## config.mk

```make
export PLATFORM = sky130hd
export DESIGN_NAME = sld_driver_flat
export DESIGN_NICKNAME = d
export VERILOG_FILES = /design/src/logic/sld_pkg.sv /design/src/logic/sld_link_if.sv /design/src/logic/sld_driver.sv /design/src/flat_wrapper.sv
export SDC_FILE = /design/constraint.sdc
export NUM_CORES = 1
export LEC_CHECK = 0
export ABC_AREA = 1
export BUFFER_PORTS_ARGS = -buffer_cell sky130_fd_sc_hd__buf_2
export CAP_MARGIN = 10
export CORE_MARGIN = 8
export CORE_UTILIZATION = 45
export CTS_CLUSTER_SIZE = 25
export DETAILED_ROUTE_END_ITERATION = 10
export GPL_TIMING_DRIVEN = 1
export SLEW_MARGIN = 5
export SYNTH_ARGS = -nofsm -noshare
export SYNTH_HDL_FRONTEND = slang
export SYNTH_SLANG_ARGS = --single-unit
```

## constraint.sdc

```tcl
create_clock -name clk_i -period 2.5 [get_ports clk_i]
set_input_delay 0.5 -clock clk_i [delete_from_list [all_inputs] [get_ports clk_i]]
set_output_delay 0.5 -clock clk_i [all_outputs]
set_load 0.005 [all_outputs]
```

## src/logic/sld_pkg.sv

```systemverilog
package sld_pkg;
  localparam int          SLD_DATA_BITS  = 35;
  localparam int          SLD_FRAME_CLKS = 36;
  localparam int          SLD_SEG_CNT    = 23;
  localparam int          SLD_CNT_W      = 6;
  // Maximum serial clock, in kHz
  localparam int          SLD_SCLK_MAX_KHZ = 500;
  localparam int          SLD_SYS_KHZ    = 20000;
  // Source divider: half period in system cycles, rounded up to keep <= max
  localparam int          SLD_HALF_CYC   =
    (SLD_SYS_KHZ + 2 * SLD_SCLK_MAX_KHZ - 1) / (2 * SLD_SCLK_MAX_KHZ);
  localparam int          SLD_DIV_W      = 8;
  // Data bit number (1-based, after start bit) feeding each segment 1..23
  localparam logic [5:0]  SLD_MAP [SLD_SEG_CNT] = '{
    6'h02, 6'h03, 6'h04, 6'h05, 6'h06, 6'h07, 6'h08,
    6'h0c, 6'h0d, 6'h0e, 6'h0f,
    6'h14, 6'h15, 6'h16, 6'h17, 6'h18, 6'h19,
    6'h1b,
    6'h1e, 6'h1f, 6'h20, 6'h21, 6'h22};
  typedef enum logic [1:0] {SLD_IDLE, SLD_LOW, SLD_HIGH} sld_src_st_t;
endpackage

```

## src/logic/sld_link_if.sv

```systemverilog
`timescale 1ns/1ps
interface sld_link_if;
  logic sclk;
  logic sdata;
  modport src (output sclk, output sdata);
  modport drv (input sclk, input sdata);
endinterface

```

## src/logic/sld_driver.sv

```systemverilog
`timescale 1ns/1ps
module sld_driver
  import sld_pkg::*;
(
  // Clock and reset
  input  wire logic                     clk_i,
  input  wire logic                     rst_b_i,
  // Link
  sld_link_if.drv                       link,
  // Segment outputs, high = sink on
  output logic [SLD_SEG_CNT-1:0]        seg_on_o,
  output logic                          load_o
);
  import sld_pkg::*;

  logic                       ck_s1_q, ck_s2_q, ck_s3_q;
  logic                       dt_s1_q, dt_s2_q;
  logic [SLD_FRAME_CLKS-1:0]  sh_q, sh_d;
  logic [SLD_CNT_W-1:0]       cnt_q, cnt_d;
  logic                       clr_pend_q, clr_pend_d;
  logic [SLD_SEG_CNT-1:0]     seg_q, seg_d;
  logic                       load_q, load_d;
  logic                       rise, fall;

  localparam logic [SLD_CNT_W-1:0] LAST = SLD_CNT_W'(SLD_FRAME_CLKS - 1);

  // Link pins pass two flip-flops before use
  always_ff @(posedge clk_i or negedge rst_b_i) begin
    if (!rst_b_i) begin
      ck_s1_q <= 1'b0;
      ck_s2_q <= 1'b0;
      ck_s3_q <= 1'b0;
      dt_s1_q <= 1'b0;
      dt_s2_q <= 1'b0;
    end else begin
      ck_s1_q <= link.sclk;
      ck_s2_q <= ck_s1_q;
      ck_s3_q <= ck_s2_q;
      dt_s1_q <= link.sdata;
      dt_s2_q <= dt_s1_q;
    end
  end

  assign rise = ck_s2_q & ~ck_s3_q;
  assign fall = ~ck_s2_q & ck_s3_q;

  // Shift register holds start bit in [35], data bit n in [35-n]

  always_comb begin
    sh_d       = sh_q;
    cnt_d      = cnt_q;
    clr_pend_d = clr_pend_q;
    seg_d      = seg_q;
    load_d     = 1'b0;
    if (rise) begin
      // Bits taken on rising edge; state held between edges
      sh_d = {sh_q[SLD_FRAME_CLKS-2:0], dt_s2_q};
      // Frame begins when a start one is seen
      if (cnt_q != '0 || dt_s2_q) begin
        cnt_d = cnt_q + 1'b1;
      end
      if (cnt_q == LAST) begin
        // 36th clock high: load strobe
        load_d     = 1'b1;
        clr_pend_d = 1'b1;
        cnt_d      = '0;
        // Only mapped positions reach outputs
        for (int i = 0; i < SLD_SEG_CNT; i++) begin
          // Same value reloads unchanged, so output holds
          seg_d[i] = sh_d[SLD_DATA_BITS - int'(SLD_MAP[i])];
        end
      end
    end
    if (fall && clr_pend_q) begin
      // 36th clock low: clear shifter nothing pending in first
      // stage since the next start is sampled only at the next rise
      sh_d       = '0;
      clr_pend_d = 1'b0;
    end
  end

  always_ff @(posedge clk_i or negedge rst_b_i) begin
    // Power-on reset clears shifter and latches
    if (!rst_b_i) begin
      sh_q       <= '0;
      cnt_q      <= '0;
      clr_pend_q <= 1'b0;
      seg_q      <= '0;
      load_q     <= 1'b0;
    end else begin
      sh_q       <= sh_d;
      cnt_q      <= cnt_d;
      clr_pend_q <= clr_pend_d;
      seg_q      <= seg_d;
      load_q     <= load_d;
    end
  end

  assign seg_on_o = seg_q;
  assign load_o   = load_q;
endmodule

```

## src/flat_wrapper.sv

```systemverilog
// flat-port wrapper written by rule: the top's interface ports become plain ports
module sld_driver_flat import sld_pkg::*;
  (clk_i, rst_b_i, seg_on_o, load_o, link_sclk, link_sdata);
  sld_link_if link_i ();
  input  wire logic clk_i;
  input  wire logic rst_b_i;
  output logic [SLD_SEG_CNT-1:0] seg_on_o;
  output logic load_o;
  input wire logic [$bits(link_i.sclk)-1:0] link_sclk;
  input wire logic [$bits(link_i.sdata)-1:0] link_sdata;
  assign link_i.sclk = link_sclk;
  assign link_i.sdata = link_sdata;
  sld_driver u_core (.clk_i(clk_i), .rst_b_i(rst_b_i), .link(link_i), .seg_on_o(seg_on_o), .load_o(load_o));
endmodule
```

==> metrics.txt, run 1 <==
maxcap violations 0; Die Ht 93.6 µm; initial antenna violation count 0; Synth cell types 22; vias 1,845; final setup TNS 0 ns; most frequent cells in the layout 88 x nand2_1, 69 x dfrtp_1, 42 x inv_1; Worst Tran Pin Value 0.567 ns; H-tree Lvls 3; vias in the first global route 1,879; Hold Vio Cnt, Final 0; clock skew 0.00360 ns; gr ovfl total 0; Clock Tree Buf Depth 2; Die ar. 0.00875 mm²; critical path type flop to flop; Synth top area share 0.638; HPWL after detailed placement 3210 µm; Syn Nets 279; Hold-fix buffers, CTS 0; Pleak 1.67 nW; worst-case reg-to-reg path depth 5; CTS tree done; Worst EP required 2.70 ns; worst path cell trace nor2_2 > inv_4 > nand2_1 > buf_4 > o22ai_1; pwr dens 784 mW/mm²; largest net degree at the start of global routing 38; CTS buffer count 9; input/output buffers 27; Setup Buffers After CTS 0; Syn Std Cell Area 0.00271 mm²; wire per inst 12.8 µm; Syn Area/Cell 9.91 µm²; Syn Inst Count 273; crit-path max FO 37; slowest CP cell dfrtp_1; slew margin rel. 0.622; area grow syn2layout 13.7%; CTS Sinks 69; Clk Latency, worst-skew pair 0.33 ns; CTS-repair resized insts 0; YS warnings 0; Worst IR Drop VDD 0.345 mV; placed cell area 0.00289 mm²; Hold Slack 0.159 ns; first-pass GRT wire length 8830 µm; Yosys reg bits 69; CTS clk-pin slew, worst paths 0.07 ns; Critical Path AT 1.87 ns; fill count 545; routability congestion estimate 0.786; antenna-violating nets left 0; GRT Overall Usage 0.127; Die W 93.6 µm; RSZ-0062 raised after global routing false; top post-synthesis cells by area dfrtp_1 64%, nand2_1 12%, o22ai_1 7.4%; run status complete, no violations; CP Capture Type flop; CTS root buffer clkbuf_8; TritonRoute pass-1 iters 4; NumNets Final 310; Post-Route WL 4920 µm; Final period util 0.671; sequential-to-total area share from yosys stat 0.638; Ant. Diodes 0; vias per inst 4.80; Rows 28; # IOs 28; core box area 0.00585 mm²; Synth area leader dfrtp_1; Top delay family on crit path buffers and inverters; WP buf/inv 2; drt initial violations 87; critical path depth in cells 5; Slew Limit Fails 0; post-route cell area 0.00308 mm²; worst hold path class primary input to async pin; Setup crit start kind flop; CP peak stage delay 0.39 ns; most common cell after layout, fill and taps aside nand2_1; final setup violation count 0; Min Clock Period, post-route 1.68 ns; share of cells above drive strength 1 0.175; Starting Density 0.463; DRC 0; f_max 0.596 GHz
## worst register-to-register path, delay by kind of cell, from the launching register on
family                 cells  cell delay [ns]
buffers and inverters      2             0.54
AO/OA/AOI/OAI              1             0.13
flip-flops                 1             0.39
AND/OR/NAND/NOR            2             0.48
## report_power, final
part	internal (mW)	switching (mW)
clock network	0.481	0.394
logic	0.102	0.168
registers	1.20	0.0673
total	1.78	0.629
## sequential cells by signal, indices dropped and copies added (netlist names)
name,flops
u_core.sh_q,33
u_core.seg_on_o,23
u_core.cnt_q,6
u_core.ck_s1_q,1
u_core.ck_s2_q,1
u_core.ck_s3_q,1
u_core.clr_pend_q,1
u_core.dt_s1_q,1
u_core.dt_s2_q,1
u_core.load_o,1
## cell usage after synthesis
cell type   n
nor2_8      1
nand4_1     1
nor2_1      7
or2_2       1
nor2_2      1
buf_2       3
nand4_4     1
o22ai_1    32
inv_4       1
nor2_4      1
xor2_1      2
nand2_1    88
buf_6       4
inv_1      42
inv_6       1
ha_1        2
inv_2       1
nand2_2     1
clkbuf_1    3
o21ai_0     5
dfrtp_1    69
nand3_1     6
## cell families (layout without fill, tap and decap cells)
group | count (synthesis) | count (layout) | share of synthesized area
AND/OR/NAND/NOR | 108 | 108 | 0.172
buffers and inverters | 55 | 91 | 0.0915
flip-flops | 69 | 69 | 0.638
AO/OA/AOI/OAI | 37 | 37 | 0.0832
adder cells (fa/ha/maj) | 2 | 2 | 0.00924
XOR/XNOR | 2 | 2 | 0.00647
## metrics by stage
step | instances | utilization | power (mW) | worst slack [ns]
after detailed placement | 368 | 0.493 | 1.56 | 0.848
after floorplan | 273 | - | 1.48 | 1.18
after global routing | 384 | 0.526 | 2.55 | 0.696
final | 384 | 0.526 | 2.41 | 0.822
after CTS | 384 | 0.526 | 2.44 | 0.819
after global placement | 368 | 0.493 | 1.56 | 0.880
## per-layer routing
layer  part of all wire  GRT usage  routed length [µm]  vias to the layer above
li1                   -          -                   -                      919
met1               0.46      0.155                2280                      893
met2               0.48      0.207                2360                       27
met3              0.048     0.0433                 237                        6
met4             0.0081     0.0436                  40                        0
met5                  0          0                   0                        -
## path summary, 6_finish.rpt
check | endpoint | slack (ns) | start
max | u_core.sh_q[25] | 0.82 | u_core.ck_s3_q
min | u_core.seg_on_o[19] | 0.16 | rst_b_i
max reg2reg | u_core.sh_q[25] | 0.82 | u_core.ck_s3_q
min reg2reg | u_core.dt_s2_q | 0.35 | u_core.dt_s1_q
max in group asynchronous | u_core.seg_on_o[1] | 1.61 | rst_b_i
min in group clk_i | u_core.ck_s1_q | 0.27 | link_sclk
## cell type report
type | count | area, µm² | area share
well taps | 75 | 93.8 | 0.0305
clock buffers | 11 | 141 | 0.0459
clock inverters | 5 | 50.0 | 0.0163
flip-flops and latches | 69 | 1730 | 0.561
inverters | 45 | 176 | 0.0573
multi-input cells | 149 | 732 | 0.238
repair buffers | 30 | 158 | 0.0512
Note: power is estimated with default switching activity, not from simulation.
==> run 2: changes to the inputs <==
--- a/config.mk
+++ b/config.mk
@@ -13,6 +13,7 @@
 export CTS_CLUSTER_SIZE = 25
 export DETAILED_ROUTE_END_ITERATION = 10
 export GPL_TIMING_DRIVEN = 1
+export PLACE_DENSITY = 0.66
 export SLEW_MARGIN = 5
 export SYNTH_ARGS = -nofsm -noshare
 export SYNTH_HDL_FRONTEND = slang
==> constraint.sdc (replaced) <==
create_clock -name clk_i -period 1.5 [get_ports clk_i]
set_input_delay 0.3 -clock clk_i [delete_from_list [all_inputs] [get_ports clk_i]]
set_output_delay 0.3 -clock clk_i [all_outputs]
set_load 0.005 [all_outputs]
==> metrics.txt, run 2 (same netlist as run 1, synthesis figures left out) <==
Setup Buffers After CTS 0 (unchanged); TritonRoute pass-1 iters 4 (unchanged); CTS buffer count 9 (unchanged); Post-Route WL 4880 µm (-0.71%); CTS Sinks 69 (unchanged); final setup TNS 0 ns (unchanged); DRC 0 (unchanged); CP startpoint u_core.cnt_q[1]; run status complete, no violations; # IOs 28 (unchanged); antenna-violating nets left 0 (unchanged); Die Ht 93.6 µm (unchanged); input/output buffers 27 (unchanged); slowest CP cell dfrtp_1; Clk Latency, worst-skew pair 0.33 ns (about the same); Die W 93.6 µm (unchanged); clock skew 0.00566 ns (+0.00206 ns); initial antenna violation count 0 (unchanged); NumNets Final 315 (+1.6%); f_max 0.728 GHz (+22%); most common cell after layout, fill and taps aside nand2_1; dpl cells 372 (+1.1%); Min Clock Period, post-route 1.37 ns (-0.304 ns); Non-Filler Instances 387 (+0.78%); Top reg by flops u_core.sh_q; CTS clk-pin slew, worst paths 0.07 ns (about the same); final setup violation count 0 (unchanged); Worst IR Drop VDD 0.706 mV (+100%); Slew Limit Fails 0 (unchanged); GRT Overall Usage 0.129 (+0.00138); Worst R2R Start u_core.cnt_q[1]; Hold Vio Cnt, Final 0 (unchanged); vias 1,849 (+0.22%); crit-path max FO 16 (-57%); Setup crit start kind flop; core box area 0.00585 mm² (unchanged); vias per inst 4.78 (-0.56%); most frequent cells in the layout 87 x nand2_1, 69 x dfrtp_1, 42 x inv_1; slew margin rel. 0.800 (+0.179); Final period util 0.916 (+0.245); H-tree Lvls 3 (unchanged); Clock Tree Buf Depth 2 (unchanged); beginning of the worst hold path link_sdata; CTS tree done; HPWL after detailed placement 3250 µm (+1.3%); Ant. Diodes 0 (unchanged); Die ar. 0.00875 mm² (unchanged); Starting Density 0.463 (unchanged); share of cells above drive strength 1 0.183 (+0.00794); maxcap violations 0 (unchanged); CP peak stage delay 0.41 ns (+0.02 ns); Top cell by count, worst path nand2_1; Top delay family on crit path simple AND/OR/NAND/NOR gates; Rows 28 (unchanged); vias in the first global route 1,935 (+3.0%); area grow syn2layout 15.9%; largest net degree at the start of global routing 46 (+21%); Critical Path AT 1.64 ns (-0.23 ns); Worst EP required 1.77 ns (-0.93 ns); RSZ-0062 raised after global routing false; Largest register FFs 33 (unchanged); WP buf/inv 1 (-1); drt initial violations 55 (-37%); gr ovfl total 0 (unchanged); Worst Tran Pin Value 0.299 ns (-0.268 ns); critical path type flop to flop; first-pass GRT wire length 8790 µm (-0.48%); pwr dens 1280 mW/mm² (+63%); wire per inst 12.6 µm (-1.5%); routability congestion estimate 0.786 (about the same); worst path cell trace ha_2 > nand4_4 > nor2_8 > buf_4 > nand2_1 > nand2_1; worst hold path class primary input to flop; CP Capture Type flop; Pleak 1.69 nW (+1.2%); CTS root buffer clkbuf_8
-- run 2: cell count changes in the layout (fill, tap and decap cells not counted), sizes merged --
cell,before,now
dlygate4sd3,0,1
clkinv,4,1
clkbuf,11,12
buf,30,34
-- run 2: worst paths after layout --
path	slack (ns)	depth (start not counted)	end
setup / recovery	0.13	6	u_core.seg_on_o[8]
hold / removal	0.07	1	u_core.dt_s1_q
min in group asynchronous	0.49	3	u_core.seg_on_o[0]
max in group asynchronous	0.73	3	u_core.sh_q[10]
setup reg to reg	0.13	6	u_core.seg_on_o[8]
hold reg to reg	0.35	0	u_core.dt_s2_q
-- run 2: power by group --
group          internal (mW)  total [mW]  switching, mW  leakage, nW
Combinational          0.185       0.482          0.297        0.654
Clock                  0.794        1.40          0.607       0.0923
Sequential              2.00        2.12          0.118        0.939
Total                   2.98        4.00           1.02         1.69
-- run 2: routing by layer --
metal  share of wire  track usage  vias to the layer above
li1                -            -                      934
met1            0.46        0.149                      871
met2            0.47        0.206                       33
met3           0.047       0.0377                       11
met4           0.026       0.0806                        0
met5               0            0                        -
-- run 2: area by class of cell --
class / instances / area [µm²]
Fill cell: 512 / 2710
Sequential cell: 69 / 1730
Multi-Input combinational cell: 149 / 737
Timing Repair Buffer: 35 / 223
Inverter: 45 / 176
Clock buffer: 12 / 145
Tap cell: 75 / 93.8
Clock inverter: 2 / 35.0
-- run 2: stage by stage --
stage / utilization / total power [mW] / area [µm²] / hold slack, ns / worst slack (ns)
final: 0.536 / 4.00 / 3140 / 0.0727 / 0.126
after floorplan: - / 2.47 / 2710 / 0.00441 / 0.180
after CTS: 0.535 / 4.05 / 3130 / 0.0522 / 0.0751
after global routing: 0.536 / 4.22 / 3140 / 0.0545 / 0.00402
after detailed placement: 0.503 / 2.62 / 2940 / 0.316 / 0.0912
after global placement: 0.503 / 2.60 / 2940 / 0.316 / 0.140
-- run 2: worst register-to-register path: stages (launching register included) --
cell	delay, ns
dfrtp_1	0.41
ha_2	0.25
nand4_4	0.15
nor2_8	0.14
buf_4	0.22
nand2_1	0.07
nand2_1	0.07
-- run 2: timing repair --
action / 4_1_cts / 5_1_grt
setup endpoints to repair: 0 / 14
endpoints found under the hold margin: 61 / 0
hold buffers: 1 / 0
gates resized for setup: 0 / 2
==> run 3: changes to the inputs <==
--- a/config.mk
+++ b/config.mk
@@ -14,6 +14,8 @@
 export DETAILED_ROUTE_END_ITERATION = 10
 export GPL_TIMING_DRIVEN = 1
 export PLACE_DENSITY = 0.66
+export SETUP_SLACK_MARGIN = 0.2
+export SKIP_CTS_REPAIR_TIMING = 1
 export SLEW_MARGIN = 5
 export SYNTH_ARGS = -nofsm -noshare
 export SYNTH_HDL_FRONTEND = slang
==> metrics.txt, run 3 (same netlist as run 1, synthesis figures left out) <==
core box area 0.00585 mm² (unchanged); Worst EP required 1.73 ns (-0.04 ns); Top reg by flops u_core.sh_q; CTS Sinks 69 (unchanged); wire per inst 12.6 µm (-0.52%); Place WS 0.0668 ns (-0.0244 ns); worst hold path class primary input to flop; Final period util 0.883 (-0.0330); critical path type flop to flop; final setup TNS 0 ns (unchanged); Post-Route WL 4980 µm (+2.0%); Rows 28 (unchanged); run status complete, no violations; maxcap violations 0 (unchanged); Starting Density 0.463 (unchanged); Critical Path AT 1.55 ns (-0.09 ns); drt initial violations 79 (+44%); switching share of total power 0.275 (+0.0192); Largest register FFs 33 (unchanged); CTS root buffer clkbuf_8; sequential power share 0.513 (-0.017); Slew Limit Fails 0 (unchanged); GRT Overall Usage 0.123 (-0.00615); NumNets Final 324 (+2.9%); Clock Tree Buf Depth 2 (unchanged); TritonRoute pass-1 iters 4 (unchanged); slew margin rel. 0.764 (-0.0362); Top cell by count, worst path nand2_1; Worst IR Drop VDD 0.484 mV (-32%); Pleak 1.73 nW (+2.9%); gr ovfl total 0 (unchanged); CP Capture Type flop; Setup crit start kind flop; slowest CP cell dfrtp_2; crit-path max FO 5 (-11); Hold Vio Cnt, Final 0 (unchanged); Ant. Diodes 0 (unchanged); most frequent cells in the layout 80 x nand2_1, 65 x dfrtp_1, 40 x inv_1; H-tree Lvls 3 (unchanged); vias in the first global route 1,884 (-2.6%); # IOs 28 (unchanged); first-pass GRT wire length 8330 µm (-5.3%); RSZ-0062 raised after global routing true; input/output buffers 27 (unchanged); DRC 0 (unchanged); f_max 0.755 GHz (+3.7%); Clk Latency, worst-skew pair 0.34 ns (about the same); Logic pwr share 0.156 (+0.036); area grow syn2layout 21.2%; largest net degree at the start of global routing 70 (+52%); Worst Tran Pin Value 0.354 ns (+0.0544 ns); CP peak stage delay 0.44 ns (+0.03 ns); initial antenna violation count 0 (unchanged); pwr dens 1270 mW/mm² (-0.20%); vias 1,906 (+3.1%); CTS buffer count 9 (unchanged); Die ar. 0.00875 mm² (unchanged); worst path cell trace buf_4 > inv_1 > nand2_1 > nor2_1 > nand2_2 > nand2_4 > inv_1 > nand2_1 > nand2_1; Internal Power 3.03 mW (+1.6%); clock skew 0.00666 ns (+0.000997 ns); most common cell after layout, fill and taps aside nand2_1; vias per inst 4.80 (+0.49%); Die Ht 93.6 µm (unchanged); final core occ 0.561 (+0.0244); HPWL after detailed placement 3120 µm (-4.1%); final setup violation count 0 (unchanged); Worst Slack Setup Final 0.175 ns (+0.0495 ns); share of cells above drive strength 1 0.264 (+0.0813); CTS clk-pin slew, worst paths 0.07 ns (about the same); Die W 93.6 µm (unchanged); Min Clock Period, post-route 1.32 ns (-0.0495 ns); Switch Pwr 1.15 mW (+12%); antenna-violating nets left 0 (unchanged); CTS tree done; routability congestion estimate 0.875 (+11%); clock power share 0.332 (-0.018)
==> run 3: power groups by stage <==
stage | logic (mW) | registers, mW | clock network (mW)
final | 0.651 | 2.14 | 1.38
after global routing | 0.735 | 2.15 | 1.52
after CTS | 0.470 | 2.12 | 1.43
after detailed placement | 0.465 | 2.15 | 0
after global placement | 0.461 | 2.15 | 0
after floorplan | 0.348 | 2.13 | 0
==> run 3: critical path: cells and delay by family, from the launching register on <==
kind | cells | cell delay (ns)
DFF | 1 | 0.44
and+or+nand+nor | 6 | 0.53
buffers and inverters | 3 | 0.25
==> run 3: final timing paths <==
kind,from,end,slack (ns),cells after the start
min reg2reg,u_core.dt_s1_q,u_core.dt_s2_q,0.35,0
max reg2reg,u_core.cnt_q[3],u_core.cnt_q[1],0.18,9
min,link_sdata,u_core.dt_s1_q,0.07,1
max in group asynchronous,rst_b_i,u_core.cnt_q[0],0.70,3
min in group asynchronous,rst_b_i,u_core.seg_on_o[18],0.51,3
max,u_core.cnt_q[3],u_core.cnt_q[1],0.18,9
==> run 3: cell type report <==
cell class                 count  area [µm²]
fill                         527        2570
sequential                    69        1730
multi-input combinational    150         800
clock inverter                 3        20.0
inverter                      45         179
clock buffer                  12         165
tap                           75        93.8
timing repair buffer          43         290
==> run 3: through the flow <==
| stage | hold WS, ns | instance area [µm²] | power, mW | cells |
|---|---|---|---|---|
| global route | 0.0476 | 3280 | 4.41 | 397 |
| CTS | -0.0227 | 3120 | 4.02 | 386 |
| global placement | 0.335 | 2940 | 2.61 | 371 |
| detailed placement | 0.341 | 2940 | 2.62 | 371 |
| floorplan | 0.00441 | 2710 | 2.48 | 273 |
| finish | 0.0666 | 3280 | 4.18 | 397 |
==> run 3: layer usage <==
layer / wire length [µm] / track usage
met3: 252 / 0.0401
met5: 0 / 0
met4: 119 / 0.0845
met2: 2350 / 0.191
met1: 2260 / 0.141
